==> config.mk <==
export PLATFORM = sky130hd
export DESIGN_NAME = tss_tx_seg_regs
export DESIGN_NICKNAME = d
export VERILOG_FILES = /design/src/hw/tss_tx_seg_regs.v
export VERILOG_INCLUDE_DIRS = /design/src /design/src/hw
export SDC_FILE = /design/constraint.sdc
export NUM_CORES = 1
export LEC_CHECK = 0
export BUFFER_PORTS_ARGS = -buffer_cell sky130_fd_sc_hd__buf_2
export CORE_ASPECT_RATIO = 0.8
export CORE_MARGIN = 2
export CORE_UTILIZATION = 53
export DETAILED_ROUTE_END_ITERATION = 6
export PLACE_DENSITY = 0.8
export SYNTH_ARGS = -nofsm -noshare
export SYNTH_HDL_FRONTEND = slang
export SYNTH_SLANG_ARGS = --single-unit
==> constraint.sdc <==
create_clock -name clk -period 3.5 [get_ports clk]
set_input_delay 0.525 -clock clk [delete_from_list [all_inputs] [get_ports clk]]
set_output_delay 0.525 -clock clk [all_outputs]
set_load 0.1 [all_outputs]
==> src/hw/tss_reg_map.vh <==
`ifndef TSS_REG_MAP_VH
`define TSS_REG_MAP_VH
// ---------------------------------------------------------------
// register offsets (byte addresses)
// ---------------------------------------------------------------
`define TSS_ADDR_W        16
`define TSS_OFS_RATIO_A   16'h2014
`define TSS_OFS_RATIO_B   16'h2024
`define TSS_OFS_RATIO_C   16'h2034
`define TSS_OFS_CS_BASE   16'h2040
`define TSS_OFS_Q_BASE    16'h2050
`define TSS_OFS_Q_WP      16'h2052
`define TSS_OFS_Q_RP      16'h2054
`define TSS_OFS_CTRL      16'h2060
`define TSS_OFS_STATUS    16'h2062
`define TSS_OFS_MASK      16'h2064
// ---------------------------------------------------------------
// field layouts
// ---------------------------------------------------------------
`define TSS_RATIO_RNG     2:0
`define TSS_SINGLE_BIT    3
`define TSS_INIT_RNG      7:6
`define TSS_CSB_RNG       4:0
`define TSS_QBASE_RNG     11:0
`define TSS_QSIZE_RNG     13:12
`define TSS_WP_RNG        7:0
`define TSS_RP_RNG        6:0
`define TSS_CTRL_QEN_BIT  0
`define TSS_CTRL_SEN_RNG  3:1
`define TSS_ST_OVR_BIT    0
`define TSS_ST_CELL_BIT   1
// ---------------------------------------------------------------
// constants
// ---------------------------------------------------------------
`define TSS_ZERO16        16'h0000
`define TSS_FRAMES_MULTI  3'h4
`define TSS_FRAMES_ONE    3'h1
`define TSS_SZ16          2'h0
`define TSS_SZ32          2'h1
`define TSS_SZ64          2'h2
`define TSS_MASK16        7'h0f
`define TSS_MASK32        7'h1f
`define TSS_MASK64        7'h3f
`define TSS_MASK128       7'h7f
`define TSS_ONE7          7'h01
`define TSS_INIT_A        2'h1
`define TSS_INIT_B        2'h2
`define TSS_INIT_C        2'h3
`endif

==> src/hw/tss_tx_seg_regs.v <==
// Strobed register access was left to the implementer.
`timescale 1ns/1ns
`include "tss_reg_map.vh"
//
// Contract
// - long turns per short turn follow the 3-bit ratio field.
// - assembly bit one builds one frame at a time, zero four frames.
// - control structure address: base as bits 20:16, entry bits 15:4.
// - queue entry address: base bits 20:9, 64-byte cell buffers.
// - size field 00/01/10/11 gives 16/32/64/128 cells.
// - write pointer slot is being filled and not yet valid.
// - read-only pointer reports slot being sent, still valid.
// - reserved upper bits of base and pointer registers read zero.
// - host write of write pointer equal read pointer sets overrun.
module tss_tx_seg_regs (
    input  wire        clk,
    input  wire        sys_rst,
    input  wire [15:0] reg_addr,
    input  wire [15:0] reg_wdata,
    input  wire        reg_wr,
    input  wire        reg_rd,
    output reg  [15:0] reg_rdata,
    output reg         irq,
    input  wire [1:0]  cs_sched_sel,
    input  wire [11:0] cs_entry,
    output reg  [20:0] cs_addr,
    output reg  [2:0]  sched_a_ratio,
    output reg  [2:0]  sched_b_ratio,
    output reg  [2:0]  sched_c_ratio,
    output reg  [2:0]  frames_per_build,
    output reg  [2:0]  sched_enable,
    output reg  [2:0]  sched_init_seen,
    output reg         cell_avail,
    output reg  [20:0] cell_addr,
    input  wire        cell_done
);

// ---------------------------------------------------------------
// functions
// ---------------------------------------------------------------
function [6:0] size_mask;
    input [1:0] sz;
    begin
        case (sz)
            `TSS_SZ16: size_mask = `TSS_MASK16;
            `TSS_SZ32: size_mask = `TSS_MASK32;
            `TSS_SZ64: size_mask = `TSS_MASK64;
            default:   size_mask = `TSS_MASK128;
        endcase
    end
endfunction

function hit;
    input [15:0] a;
    input [15:0] ofs;
    begin
        hit = (a == ofs);
    end
endfunction

function init_match;
    input [15:0] wdata;
    input [1:0]  code;
    begin
        init_match = (wdata[`TSS_INIT_RNG] == code);
    end
endfunction

// set wins over write-one-to-clear
function sticky_next;
    input cur;
    input set;
    input clr;
    begin
        sticky_next = set || (cur && !clr);
    end
endfunction

// ---------------------------------------------------------------
// registers
// ---------------------------------------------------------------
reg  [3:0]  ratio_a_ff;
reg  [3:0]  ratio_b_ff;
reg  [3:0]  ratio_c_ff;
reg         init_a_ff;
reg         init_b_ff;
reg         init_c_ff;
reg  [4:0]  cs_base_ff;
reg  [13:0] q_base_ff;
reg  [7:0]  wp_ff;
reg  [6:0]  rp_ff;
reg  [3:0]  ctrl_ff;
reg  [1:0]  status_ff;
reg  [1:0]  mask_ff;

wire [6:0]  qmask    = size_mask(q_base_ff[`TSS_QSIZE_RNG]);
wire [6:0]  wp_slot  = wp_ff[6:0] & qmask;
wire [6:0]  rp_slot  = rp_ff & qmask;
wire        q_en     = ctrl_ff[`TSS_CTRL_QEN_BIT];
wire        q_ready  = q_en && (rp_slot != wp_slot);
wire        wr_ratio_a = reg_wr && hit(reg_addr, `TSS_OFS_RATIO_A);
wire        wr_ratio_b = reg_wr && hit(reg_addr, `TSS_OFS_RATIO_B);
wire        wr_ratio_c = reg_wr && hit(reg_addr, `TSS_OFS_RATIO_C);
wire        wr_wp      = reg_wr && hit(reg_addr, `TSS_OFS_Q_WP);
wire        wr_st      = reg_wr && hit(reg_addr, `TSS_OFS_STATUS);
wire        wr_cs_base = reg_wr && hit(reg_addr, `TSS_OFS_CS_BASE);
wire        wr_q_base  = reg_wr && hit(reg_addr, `TSS_OFS_Q_BASE);
wire        wr_ctrl    = reg_wr && hit(reg_addr, `TSS_OFS_CTRL);
wire        wr_mask    = reg_wr && hit(reg_addr, `TSS_OFS_MASK);
wire        advance    = cell_done && q_ready;
wire [6:0]  rp_inc     = (rp_ff + `TSS_ONE7) & qmask;
wire [6:0]  slot_now   = advance ? rp_inc : rp_slot;
wire        clr_ovr    = wr_st && reg_wdata[`TSS_ST_OVR_BIT];
wire        clr_cell   = wr_st && reg_wdata[`TSS_ST_CELL_BIT];

// overrun: written pointer lands on the read pointer
wire ovr_evt  = wr_wp && (reg_wdata[6:0] & qmask) == rp_slot;
wire cell_evt = advance;

// ---------------------------------------------------------------
// scheduler ratio registers
// ---------------------------------------------------------------
// bits 5:4 are not stored; init code is write-only
always @(posedge clk) begin
    if (sys_rst) begin
        ratio_a_ff <= 4'h0;
        init_a_ff  <= 1'b0;
    end else if (wr_ratio_a) begin
        ratio_a_ff <= reg_wdata[3:0];
        init_a_ff  <= init_match(reg_wdata, `TSS_INIT_A);
    end
end

always @(posedge clk) begin
    if (sys_rst) begin
        ratio_b_ff <= 4'h0;
        init_b_ff  <= 1'b0;
    end else if (wr_ratio_b) begin
        ratio_b_ff <= reg_wdata[3:0];
        init_b_ff  <= init_match(reg_wdata, `TSS_INIT_B);
    end
end

always @(posedge clk) begin
    if (sys_rst) begin
        ratio_c_ff <= 4'h0;
        init_c_ff  <= 1'b0;
    end else if (wr_ratio_c) begin
        ratio_c_ff <= reg_wdata[3:0];
        init_c_ff  <= init_match(reg_wdata, `TSS_INIT_C);
    end
end

// ---------------------------------------------------------------
// base, pointer and control registers
// ---------------------------------------------------------------
always @(posedge clk) begin
    if (sys_rst)
        cs_base_ff <= 5'h00;
    else if (wr_cs_base)
        cs_base_ff <= reg_wdata[`TSS_CSB_RNG];
end

always @(posedge clk) begin
    if (sys_rst)
        q_base_ff <= 14'h0000;
    else if (wr_q_base)
        q_base_ff <= reg_wdata[13:0];
end

always @(posedge clk) begin
    if (sys_rst)
        wp_ff <= 8'h00;
    else if (wr_wp)
        wp_ff <= reg_wdata[`TSS_WP_RNG];
end

always @(posedge clk) begin
    if (sys_rst)
        ctrl_ff <= 4'h0;
    else if (wr_ctrl)
        ctrl_ff <= reg_wdata[3:0];
end

always @(posedge clk) begin
    if (sys_rst)
        mask_ff <= 2'h0;
    else if (wr_mask)
        mask_ff <= reg_wdata[1:0];
end

// ---------------------------------------------------------------
// read pointer
// ---------------------------------------------------------------
always @(posedge clk) begin
    if (sys_rst)
        rp_ff <= 7'h00;
    else if (advance)
        rp_ff <= rp_inc;
end

// ---------------------------------------------------------------
// sticky status
// ---------------------------------------------------------------
always @(posedge clk) begin
    if (sys_rst) begin
        status_ff <= 2'h0;
    end else begin
        status_ff[`TSS_ST_OVR_BIT]  <= sticky_next(
            status_ff[`TSS_ST_OVR_BIT], ovr_evt, clr_ovr);
        status_ff[`TSS_ST_CELL_BIT] <= sticky_next(
            status_ff[`TSS_ST_CELL_BIT], cell_evt, clr_cell);
    end
end

// ---------------------------------------------------------------
// read side
// ---------------------------------------------------------------
reg [15:0] nxt_rdata;
always @* begin
    nxt_rdata = `TSS_ZERO16;
    case (reg_addr)
        `TSS_OFS_RATIO_A: nxt_rdata = {12'h000, ratio_a_ff};
        `TSS_OFS_RATIO_B: nxt_rdata = {12'h000, ratio_b_ff};
        `TSS_OFS_RATIO_C: nxt_rdata = {12'h000, ratio_c_ff};
        `TSS_OFS_CS_BASE: nxt_rdata = {11'h000, cs_base_ff};
        `TSS_OFS_Q_BASE:  nxt_rdata = {2'h0, q_base_ff};
        `TSS_OFS_Q_WP:    nxt_rdata = {8'h00, wp_ff};
        `TSS_OFS_Q_RP:    nxt_rdata = {9'h000, rp_ff};
        `TSS_OFS_CTRL:    nxt_rdata = {12'h000, ctrl_ff};
        `TSS_OFS_STATUS:  nxt_rdata = {14'h0000, status_ff};
        `TSS_OFS_MASK:    nxt_rdata = {14'h0000, mask_ff};
        default:          nxt_rdata = `TSS_ZERO16;
    endcase
end

// ---------------------------------------------------------------
// ratio select for frames_per_build
// ---------------------------------------------------------------
reg [4:0] sel_ratio;
always @* begin
    case (cs_sched_sel)
        2'h0:    sel_ratio = {1'b0, ratio_a_ff};
        2'h1:    sel_ratio = {1'b0, ratio_b_ff};
        default: sel_ratio = {1'b0, ratio_c_ff};
    endcase
end

// ---------------------------------------------------------------
// bus-facing outputs
// ---------------------------------------------------------------
always @(posedge clk) begin
    if (sys_rst) begin
        reg_rdata <= `TSS_ZERO16;
        irq       <= 1'b0;
    end else begin
        reg_rdata <= reg_rd ? nxt_rdata : `TSS_ZERO16;
        irq       <= |(status_ff & mask_ff);
    end
end

// ---------------------------------------------------------------
// scheduler-facing outputs
// ---------------------------------------------------------------
always @(posedge clk) begin
    if (sys_rst) begin
        cs_addr          <= 21'h000000;
        sched_a_ratio    <= 3'h0;
        sched_b_ratio    <= 3'h0;
        sched_c_ratio    <= 3'h0;
        frames_per_build <= `TSS_FRAMES_MULTI;
        sched_enable     <= 3'h0;
        sched_init_seen  <= 3'h0;
    end else begin
        cs_addr          <= {cs_base_ff, cs_entry, 4'h0};
        sched_a_ratio    <= ratio_a_ff[`TSS_RATIO_RNG];
        sched_b_ratio    <= ratio_b_ff[`TSS_RATIO_RNG];
        sched_c_ratio    <= ratio_c_ff[`TSS_RATIO_RNG];
        frames_per_build <= sel_ratio[`TSS_SINGLE_BIT] ?
            `TSS_FRAMES_ONE : `TSS_FRAMES_MULTI;
        sched_enable     <= ctrl_ff[`TSS_CTRL_SEN_RNG];
        sched_init_seen  <= {init_c_ff, init_b_ff, init_a_ff};
    end
end

// ---------------------------------------------------------------
// queue-facing outputs
// ---------------------------------------------------------------
always @(posedge clk) begin
    if (sys_rst) begin
        cell_avail <= 1'b0;
        cell_addr  <= 21'h000000;
    end else begin
        cell_avail <= q_ready && !advance;
        // 64-byte buffers: slot shifts in at bit 6
        cell_addr  <= {q_base_ff[`TSS_QBASE_RNG], 9'h000} +
                      {8'h00, slot_now, 6'h00};
    end
end

endmodule

After elaboration in Yosys (flattened, before gate mapping). Index checks and enable logic that the tools add are counted.

Add/subtract/negate cells: 2. Multiply operators: 0. Divide/modulo/power cells: 0. $lt $le $gt $ge: 0. Equal/unequal tests: 18. Shifts and indexed selects: 0. Muxes and demuxes: 5. Bitwise logic cells: 6. Reductions and logical operators: 26.

Operators by type and width (count): $eq A16 B14 Y1 const B (10); $pmux W14 S10 (1); $and A7 B7 Y7 (4); $add A21 B13 Y21 (1); $pmux W7 S3 (1); $logic_and A1 B1 Y1 (17); $pmux W4 S2 (1); $add A7 B1 Y7 const B (1); $eq A7 B7 Y1 (1); $mux W7 (1); $ne A7 B7 Y1 (1); $eq A2 B1 Y1 const B (3); $eq A2 B2 Y1 const B (3); $logic_not A2 Y1 (2); $reduce_or A2 Y1 (2); $logic_not A1 Y1 (3); $mux W3 (1); $and A2 B2 Y2 (1); $logic_or A1 B1 Y1 (2); $not A1 Y1 (1).

Register bits: 135. Latch bits: 0. RAM bits: 0. Memory bits (read-only): 0. Input bits: 51. Output and inout port bits: 78. Word-level logic and storage cells: 82. Memories kept: 0.

Logic depth before layout (Yosys ltp). Gate-level depths: netlist of the first run.

Depth in word-level cells: 8. Depth in mapped cells: 15. Gate-level depth less buffers: 13.

Worst setup path after synthesis of the first run. OpenSTA, ideal clock, no wires.

Path type: reg-to-reg. Start: register rp_ff[5]. End: register cell_addr[17]. Library setup time: 128 ps. Arrival time: 2734 ps. Data required time: 3372 ps. Slack: 639 ps. Stages on the path, launching flop included: 16. Buffers on the path: 2. Period minus slack after synthesis: 2861 ps. Cell sequence: dfxtp_1 -> clkbuf_1 -> xor2_1 -> o2bb2ai_1 -> o311ai_1 -> buf_2 -> nor2_1 -> xor2_1 -> ha_1 -> inv_1 -> fa_1 -> nor2b_1 -> o21ai_0 -> a21boi_0 -> xnor2_1 -> nor2_1.

Word-level cells in the longest chain between the ends: 6. Elaborated cells between the ends (all ways): 8. Classes of those cells: 2 x add/sub; 1 x eq/ne; 1 x mux; 2 x bitwise; 2 x reduce/logical.

Ends and longest elaborated chain: start: declaration (RTL line tss_tx_seg_regs.v:91) `reg [6:0] rp_ff;`; start signal: assignment (RTL line tss_tx_seg_regs.v:199) `rp_ff <= rp_inc;`; parallel branches: the longest is 4 deep, another holds $add A7 B1 Y7; $mux W7 * (RTL line tss_tx_seg_regs.v:112) `wire [6:0] slot_now = advance ? rp_inc : rp_slot;`; $add A21 B13 Y21 * (RTL line tss_tx_seg_regs.v:296) `` cell_addr <= {q_base_ff[`TSS_QBASE_RNG], 9'h000} + ``; end signal: assignment (RTL line tss_tx_seg_regs.v:296); end: declaration (RTL line tss_tx_seg_regs.v:34) `output reg [20:0] cell_addr,`.

Every way passes the cells marked *. A chain may end at the register's enable or synchronous reset.

Worst setup path after layout of the first run.
Start: register rp_ff[6]. End: register cell_addr[17].

The elaborated chain is that of the path after synthesis.

==> results.sh, run 1 <==
export IMPL_p_per_area_mw_per_mm2=541
export IMPL_start_util_pct=54.0
export IMPL_critPathLaunchType="flop"
export IMPL_die_h_um=92.2
export IMPL_routed_wl_um=12900
export IMPL_first_pass_iters=7
export IMPL_avgSynthCellArea_um2=9.40
export IMPL_netlist_instances=548
export IMPL_cp_arrival_ns=3.41
export IMPL_final_nets=712
export IMPL_synthArstFlopShare_pct=0
export IMPL_avgViaCountPerCell=5.63
export IMPL_hold_class="in -> reg"
export IMPL_ys_seq_area_share_pct=47.4
export IMPL_htreeDepth=4
export IMPL_grt_ovfl_total=0
export IMPL_clockBufferDepth=2
export IMPL_setup_viol=0
export IMPL_ios=129
export IMPL_finClkSkew_ns=0.00691
export IMPL_grt_pass1_vias=4158
export IMPL_setup_tns_ns=0
export IMPL_period_minus_slack_ns=3.15
export IMPL_pwr_share_comb_pct=6.8
export IMPL_drc=0
export IMPL_p_leak_nw=2.83
export IMPL_routed_wl_met2_um=5970
export IMPL_synth_edf_count=0
export IMPL_synth_distinct_cells=62
export IMPL_p_int_mw=2.52
export IMPL_top_layer_used="met4"
export IMPL_coreArea_mm2=0.00953
export IMPL_hold_viol_final=0
export IMPL_maxCapViolations=0
export IMPL_clk_latency_ns=0.42
export IMPL_dpl_worst_slack_ns=0.266
export IMPL_hpwl_um=8870
export IMPL_vias=4429
export IMPL_syn_to_final_growth_pct=23.2
export IMPL_met3_wirelength_um=930
export IMPL_p_switching_mw=0.912
export IMPL_routedWlPerCell_um=16.4
export IMPL_placed_area_mm2=0.00573
export IMPL_cp_data_required_time_ns=3.76
export IMPL_antenna_found_initial=0
export IMPL_gp_congestion=0.925
export IMPL_pwr_share_clk_pct=52.5
export IMPL_finalCritPeriodShare_pct=89.9
export IMPL_design_area_mm2=0.00634
export IMPL_crit_type="reg -> reg"
export IMPL_cts_tree="built"
export IMPL_cts_setup_buffers=0
export IMPL_peakVddDrop_v=0.000316
export IMPL_drive_gt1_share_pct=26.8
export IMPL_maxSlewHeadroom_pct=28.8
export IMPL_worst_slack_ns=0.353
export IMPL_endpoint_kind="flop"
export IMPL_synth_seq_cells=122
export IMPL_synth_flop_cell="dfxtp_1"
export IMPL_rsz0062_at_grt="no"
export IMPL_status="complete, no violations"
export IMPL_track_usage_pct=25.0
export IMPL_clock_sinks=122
export IMPL_nFillCells=774
export IMPL_clockRootBuffer="clkbuf_16"
export IMPL_max_freq_mhz=318
export IMPL_synth_area_mm2=0.00515
export IMPL_seq_power_share_pct=40.8
export IMPL_yosysWarningCount=0
export IMPL_io_buffers=113
export IMPL_ctsHoldBuffers=0
export IMPL_slew_viol_final=0
export IMPL_swShare_pct=26.6
export IMPL_cts_resized=0
export IMPL_fp_dieW_um=114
export IMPL_num_rows=32
export IMPL_antenna_cells=0
export IMPL_cp_max_fo=10
export IMPL_antenna_left=0
export IMPL_grt_max_degree=111
export IMPL_dr_first_iter_drc_count=380
export IMPL_die_area_mm2=0.0105
export IMPL_p_total_mw=3.43
export IMPL_clk_pin_slew_ns=0.06
export IMPL_wl_met1_um=5700
export IMPL_grt_pass1_wl_um=20500
export IMPL_worst_pin_slew_ns=1.07
export IMPL_numCtsBuffers=17
[per-stage QoR]
| step | hold WS [ns] | cells | utilization, % |
|---|---|---|---|
| 6_report | 0.314 | 787 | 66.6 |
| 3_5_place_dp | 0.442 | 755 | 60.2 |
| 2_1_floorplan | 0.427 | 560 | - |
| 5_1_grt | 0.310 | 787 | 66.6 |
| 4_1_cts | 0.306 | 787 | 66.5 |
| 3_3_place_gp | 0.435 | 755 | 60.2 |
[kinds of logic (layout without fill, tap and decap cells)]
group	count (synthesis)	count (layout)	share of synthesized area, %
AO/OA/AOI/OAI	90	90	11.4
XOR/XNOR	21	21	3.57
adder cells (fa/ha/maj)	6	6	1.60
buffers and inverters	54	162	5.27
flip-flops	122	122	47.4
multiplexers	34	34	6.73
other	1	13	0.0728
AND/OR/NAND/NOR	220	220	23.9
[path summary, 6_finish.rpt]
| kind | start | to | slack (ns) | cells past startpoint |
|---|---|---|---|---|
| max | rp_ff[6] | cell_addr[17] | 0.35 | 14 |
| min | cs_entry[7] | cs_addr[11] | 0.31 | 2 |
| max reg2reg | rp_ff[6] | cell_addr[17] | 0.35 | 14 |
| min reg2reg | init_a_ff | init_a_ff | 0.46 | 2 |
[cell usage after synthesis (all sizes together), types with 2 or more instances]
cell type	count	share of area, %
nor4bb	2	0.39
o2111ai	2	0.34
nand2	57	4.3
or4	7	1.1
nand3	16	1.7
a31oi	3	0.36
a22oi	9	1.3
or3	4	0.49
xor2	10	1.7
ha	5	1.2
mux2i	29	5.6
or2	3	0.36
a211oi	2	0.29
or4b	3	0.73
and3	3	0.36
a32oi	3	0.51
xnor2	11	1.9
a21boi	2	0.36
nor2b	41	5.0
nand4	4	0.61
nor3	5	0.58
a222oi	4	0.78
clkbuf	20	1.5
nor4	7	1.7
buf	25	3.2
mux2	5	1.1
o211ai	3	0.44
or3b	2	0.34
inv	9	0.66
o21ai	9	0.87
and2	7	0.85
dfxtp	122	47
nor4b	3	0.75
and4	2	0.34
nor2	51	3.7
a21o	2	0.29
a22o	6	1.0
a21oi	38	3.7
[cell type report]
cell class	instances	area [µm²]	share of cell area (%)
Multi-Input combinational cell	384	2480	39.1
Sequential cell	122	2440	38.5
Timing Repair Buffer	121	628	9.90
Clock buffer	17	425	6.71
Clock inverter	15	180	2.84
Tap cell	119	149	2.35
Inverter	9	33.8	0.533
[cell usage in the layout, fill, tap and decap left out, types with 3 or more instances in the layout]
cell type / Yosys / routed
o211ai_1: 3 / 3
nand3_1: 14 / 14
dfxtp_1: 122 / 120
buf_4: 14 / 9
and3_1: 3 / 3
inv_1: 9 / 9
a22oi_1: 9 / 9
mux2i_1: 29 / 29
or4_1: 6 / 6
nor4_4: 3 / 3
xor2_1: 10 / 10
a222oi_1: 4 / 4
a22o_1: 6 / 6
a21oi_1: 38 / 38
a31oi_1: 3 / 3
and2_1: 7 / 7
nor2_1: 51 / 51
a32oi_1: 3 / 3
or3_1: 4 / 4
nand2_1: 56 / 56
nand4_1: 3 / 3
xnor2_1: 11 / 11
clkinvlp_4: 0 / 3
clkbuf_16: 0 / 17
mux2_2: 5 / 5
ha_1: 5 / 5
inv_8: 0 / 4
or2_2: 3 / 3
inv_6: 0 / 6
nor2b_1: 41 / 41
o21ai_0: 9 / 9
conb_1: 1 / 13
nor3_1: 4 / 4
nor4_1: 4 / 4
buf_2: 7 / 112
[power by group through the flow]
stage	logic [mW]	clock network [mW]	registers [mW]
finish	0.232	1.80	1.40
global route	0.242	1.88	1.40
CTS	0.230	1.82	1.40
detailed placement	0.230	0	1.43
global placement	0.227	0	1.43
floorplan	0.126	0	1.49
[layer usage]
| layer | vias up | track usage, % |
|---|---|---|
| met1 | 2092 | 32.5 |
| met4 | 0 | 10.2 |
| met2 | 215 | 39.6 |
| met5 | - | 0 |
| li1 | 2096 | - |
| met3 | 26 | 6.68 |
[registers in the layout, indices dropped and copies added (netlist names), 5 cells and up]
| name | count |
|---|---|
| cell_addr | 15 |
| cs_addr | 17 |
| cs_base_ff | 5 |
| q_base_ff | 14 |
| reg_rdata | 14 |
| rp_ff | 7 |
| wp_ff | 8 |
[critical path, cell delays in order (launching register included)]
cell and delay, ns:
dfxtp_1 0.46, xnor2_1 0.16, o2bb2ai_1 0.12, o311ai_1 0.33
buf_4 0.24, nor2_1 0.09, xor2_1 0.14, ha_1 0.18
inv_1 0.05, fa_1 0.37, nor2b_1 0.15, o21ai_0 0.22
a21boi_0 0.29, xnor2_1 0.15, nor2_1 0.06
Note: power is estimated with default switching activity, not from simulation.
==> inputs of run 2 (changes only) <==
--- a/config.mk
+++ b/config.mk
@@ -11,6 +11,7 @@
 export CORE_MARGIN = 2
 export CORE_UTILIZATION = 53
 export DETAILED_ROUTE_END_ITERATION = 6
+export MAX_ROUTING_LAYER = met4
 export PLACE_DENSITY = 0.8
 export SYNTH_ARGS = -nofsm -noshare
 export SYNTH_HDL_FRONTEND = slang
==> run 2 against run 1 <==
Compared with the run above:
- worst hold slack improved by 0.0022 ns
- combinational power about the same
- first-iteration DRC count increased by 38%
- clock power about the same
- non-clock buffer count unchanged
- critical endpoint is now cell_addr[20]
- largest cell class unchanged
==> results.sh, run 2 (synthesis gave the netlist of run 1 again) <==
export IMPL_peakVddDrop_v=0.000313
export IMPL_largestRegisters="cs_addr (17), cell_addr (15)"
export IMPL_grt_max_degree=111
export IMPL_first_pass_iters=6
export IMPL_hpwl_um=8870
export IMPL_cp_arrival_ns=3.49
export IMPL_start_util_pct=54.0
export IMPL_min_from="cs_entry[1]"
export IMPL_clockRootBuffer="clkbuf_16"
export IMPL_hold_viol_final=0
export IMPL_die_h_um=92.2
export IMPL_grt_ovfl_total=0
export IMPL_placed_area_mm2=0.00573
export IMPL_wl_met1_um=5560
export IMPL_coreArea_mm2=0.00953
export IMPL_grt_pass1_wl_um=20800
export IMPL_final_nets=712
export IMPL_cp_slowest_cell="or4_1"
export IMPL_avgViaCountPerCell=5.55
export IMPL_antenna_left=0
export IMPL_routed_wl_um=12800
export IMPL_drive_gt1_share_pct=26.8
export IMPL_setup_viol=0
export IMPL_p_leak_nw=2.83
export IMPL_status="complete, no violations"
export IMPL_clk_latency_ns=0.42
export IMPL_fp_dieW_um=114
export IMPL_setup_tns_ns=0
export IMPL_ios=129
export IMPL_syn_to_final_growth_pct=23.2
export IMPL_design_area_mm2=0.00634
export IMPL_vias=4366
export IMPL_hold_class="in -> reg"
export IMPL_slew_viol_final=0
export IMPL_die_area_mm2=0.0105
export IMPL_reg2reg_from="q_base_ff[12]"
export IMPL_layout_common_cells="dfxtp_1 (121), buf_2 (112), nand2_1 (56), nor2_1 (51), nor2b_1 (41)"
export IMPL_cp_cell_sequence="nand2_1, o2bb2ai_1, o311ai_2, or4_1, nand2_1, ha_1, a21o_1, a21o_1, a21oi_1, or3_1, a21oi_1"
export IMPL_grt_pass1_vias=4241
export IMPL_drc=0
export IMPL_critPathBufInv=0
export IMPL_whs_ns=0.317
export IMPL_largest_register="cs_addr"
export IMPL_critPathMaxStageDelay_ns=0.56
export IMPL_r2r_worst_path_cells=11
export IMPL_cp_startpoint="q_base_ff[12]"
export IMPL_track_usage_pct=26.0
export IMPL_top_layer_used="met4"
export IMPL_maxSlewHeadroom_pct=30.0
export IMPL_p_per_area_mw_per_mm2=537
export IMPL_num_rows=32
export IMPL_gp_congestion=0.943
export IMPL_clk_pin_slew_ns=0.06
export IMPL_crit_family="compound AO/OA/AOI/OAI gates"
export IMPL_crit_type="reg -> reg"
export IMPL_worst_slack_ns=0.266
export IMPL_antenna_found_initial=0
export IMPL_dr_first_iter_drc_count=525
export IMPL_max_freq_mhz=309
export IMPL_final_common_cell="dfxtp_1"
export IMPL_clock_sinks=122
export IMPL_cts_tree="built"
export IMPL_cp_endpoint="cell_addr[20]"
export IMPL_cp_num_cells=11
export IMPL_met3_wirelength_um=1000
export IMPL_finClkSkew_ns=0.00708
export IMPL_dpl_worst_slack_ns=0.288
export IMPL_period_minus_slack_ns=3.23
export IMPL_cp_data_required_time_ns=3.75
export IMPL_reg2reg_to="cell_addr[20]"
export IMPL_routed_wl_met2_um=5940
export IMPL_cts_setup_buffers=0
export IMPL_critPathLaunchType="flop"
export IMPL_largest_reg_flops=17
export IMPL_htreeDepth=4
export IMPL_cp_max_fo=8
export IMPL_numCtsBuffers=17
export IMPL_clockBufferDepth=2
export IMPL_r2r_slack_ns=0.27
export IMPL_io_buffers=113
export IMPL_endpoint_kind="flop"
export IMPL_finalCritPeriodShare_pct=92.4
export IMPL_rsz0062_at_grt="no"
export IMPL_maxCapViolations=0
export IMPL_antenna_cells=0
export IMPL_worst_pin_slew_ns=1.05
export IMPL_routedWlPerCell_um=16.3
[run 2: per-layer routing]
layer,up-vias,global-route usage (%)
met4,0,11.0
met3,25,6.08
li1,2090,-
met1,2057,33.3
met2,194,39.5
met5,-,-
[run 2: how the worst min path moves through the flow]
stage	to	slack [ns]	depth (start not counted)
detailed placement	init_c_ff	0.44	2
CTS	cs_addr[5]	0.31	2
finish	cs_addr[5]	0.32	2
floorplan	init_c_ff	0.43	2
global placement	init_c_ff	0.43	2
global route	cs_addr[4]	0.31	2
[run 2: timing repair]
item,CTS,global route
endpoints found under the setup margin,0,6
hold buffers,0,0
gates resized for setup,0,2
[run 2: area by class of cell]
type,instances,area [µm²]
clock inverter,15,176
tap,119,149
inverter,9,33.8
fill,773,3180
clock buffer,17,425
multi-input combinational,384,2490
sequential,122,2440
timing repair buffer,121,628
[run 2: worst register-to-register path: cells and delay by family (launching register included)]
kind,cells,cell delay [ns]
compound gates,6,1.37
simple gates,4,0.99
flops,1,0.46
fa+ha+maj,1,0.23
[run 2: metrics by stage]
step | power [mW] | utilization, % | instances
final | 3.41 | 66.6 | 787
after global routing | 3.51 | 66.6 | 787
after CTS | 3.42 | 66.5 | 787
after detailed placement | 1.66 | 60.2 | 755
after global placement | 1.66 | 60.2 | 755
after floorplan | 1.62 | - | 560
[run 2: power breakdown]
| group | internal (mW) | switching, mW | total (mW) |
|---|---|---|---|
| Sequential | 1.40 | 0.00180 | 1.40 |
| Combinational | 0.0410 | 0.191 | 0.232 |
| Clock | 1.07 | 0.701 | 1.78 |
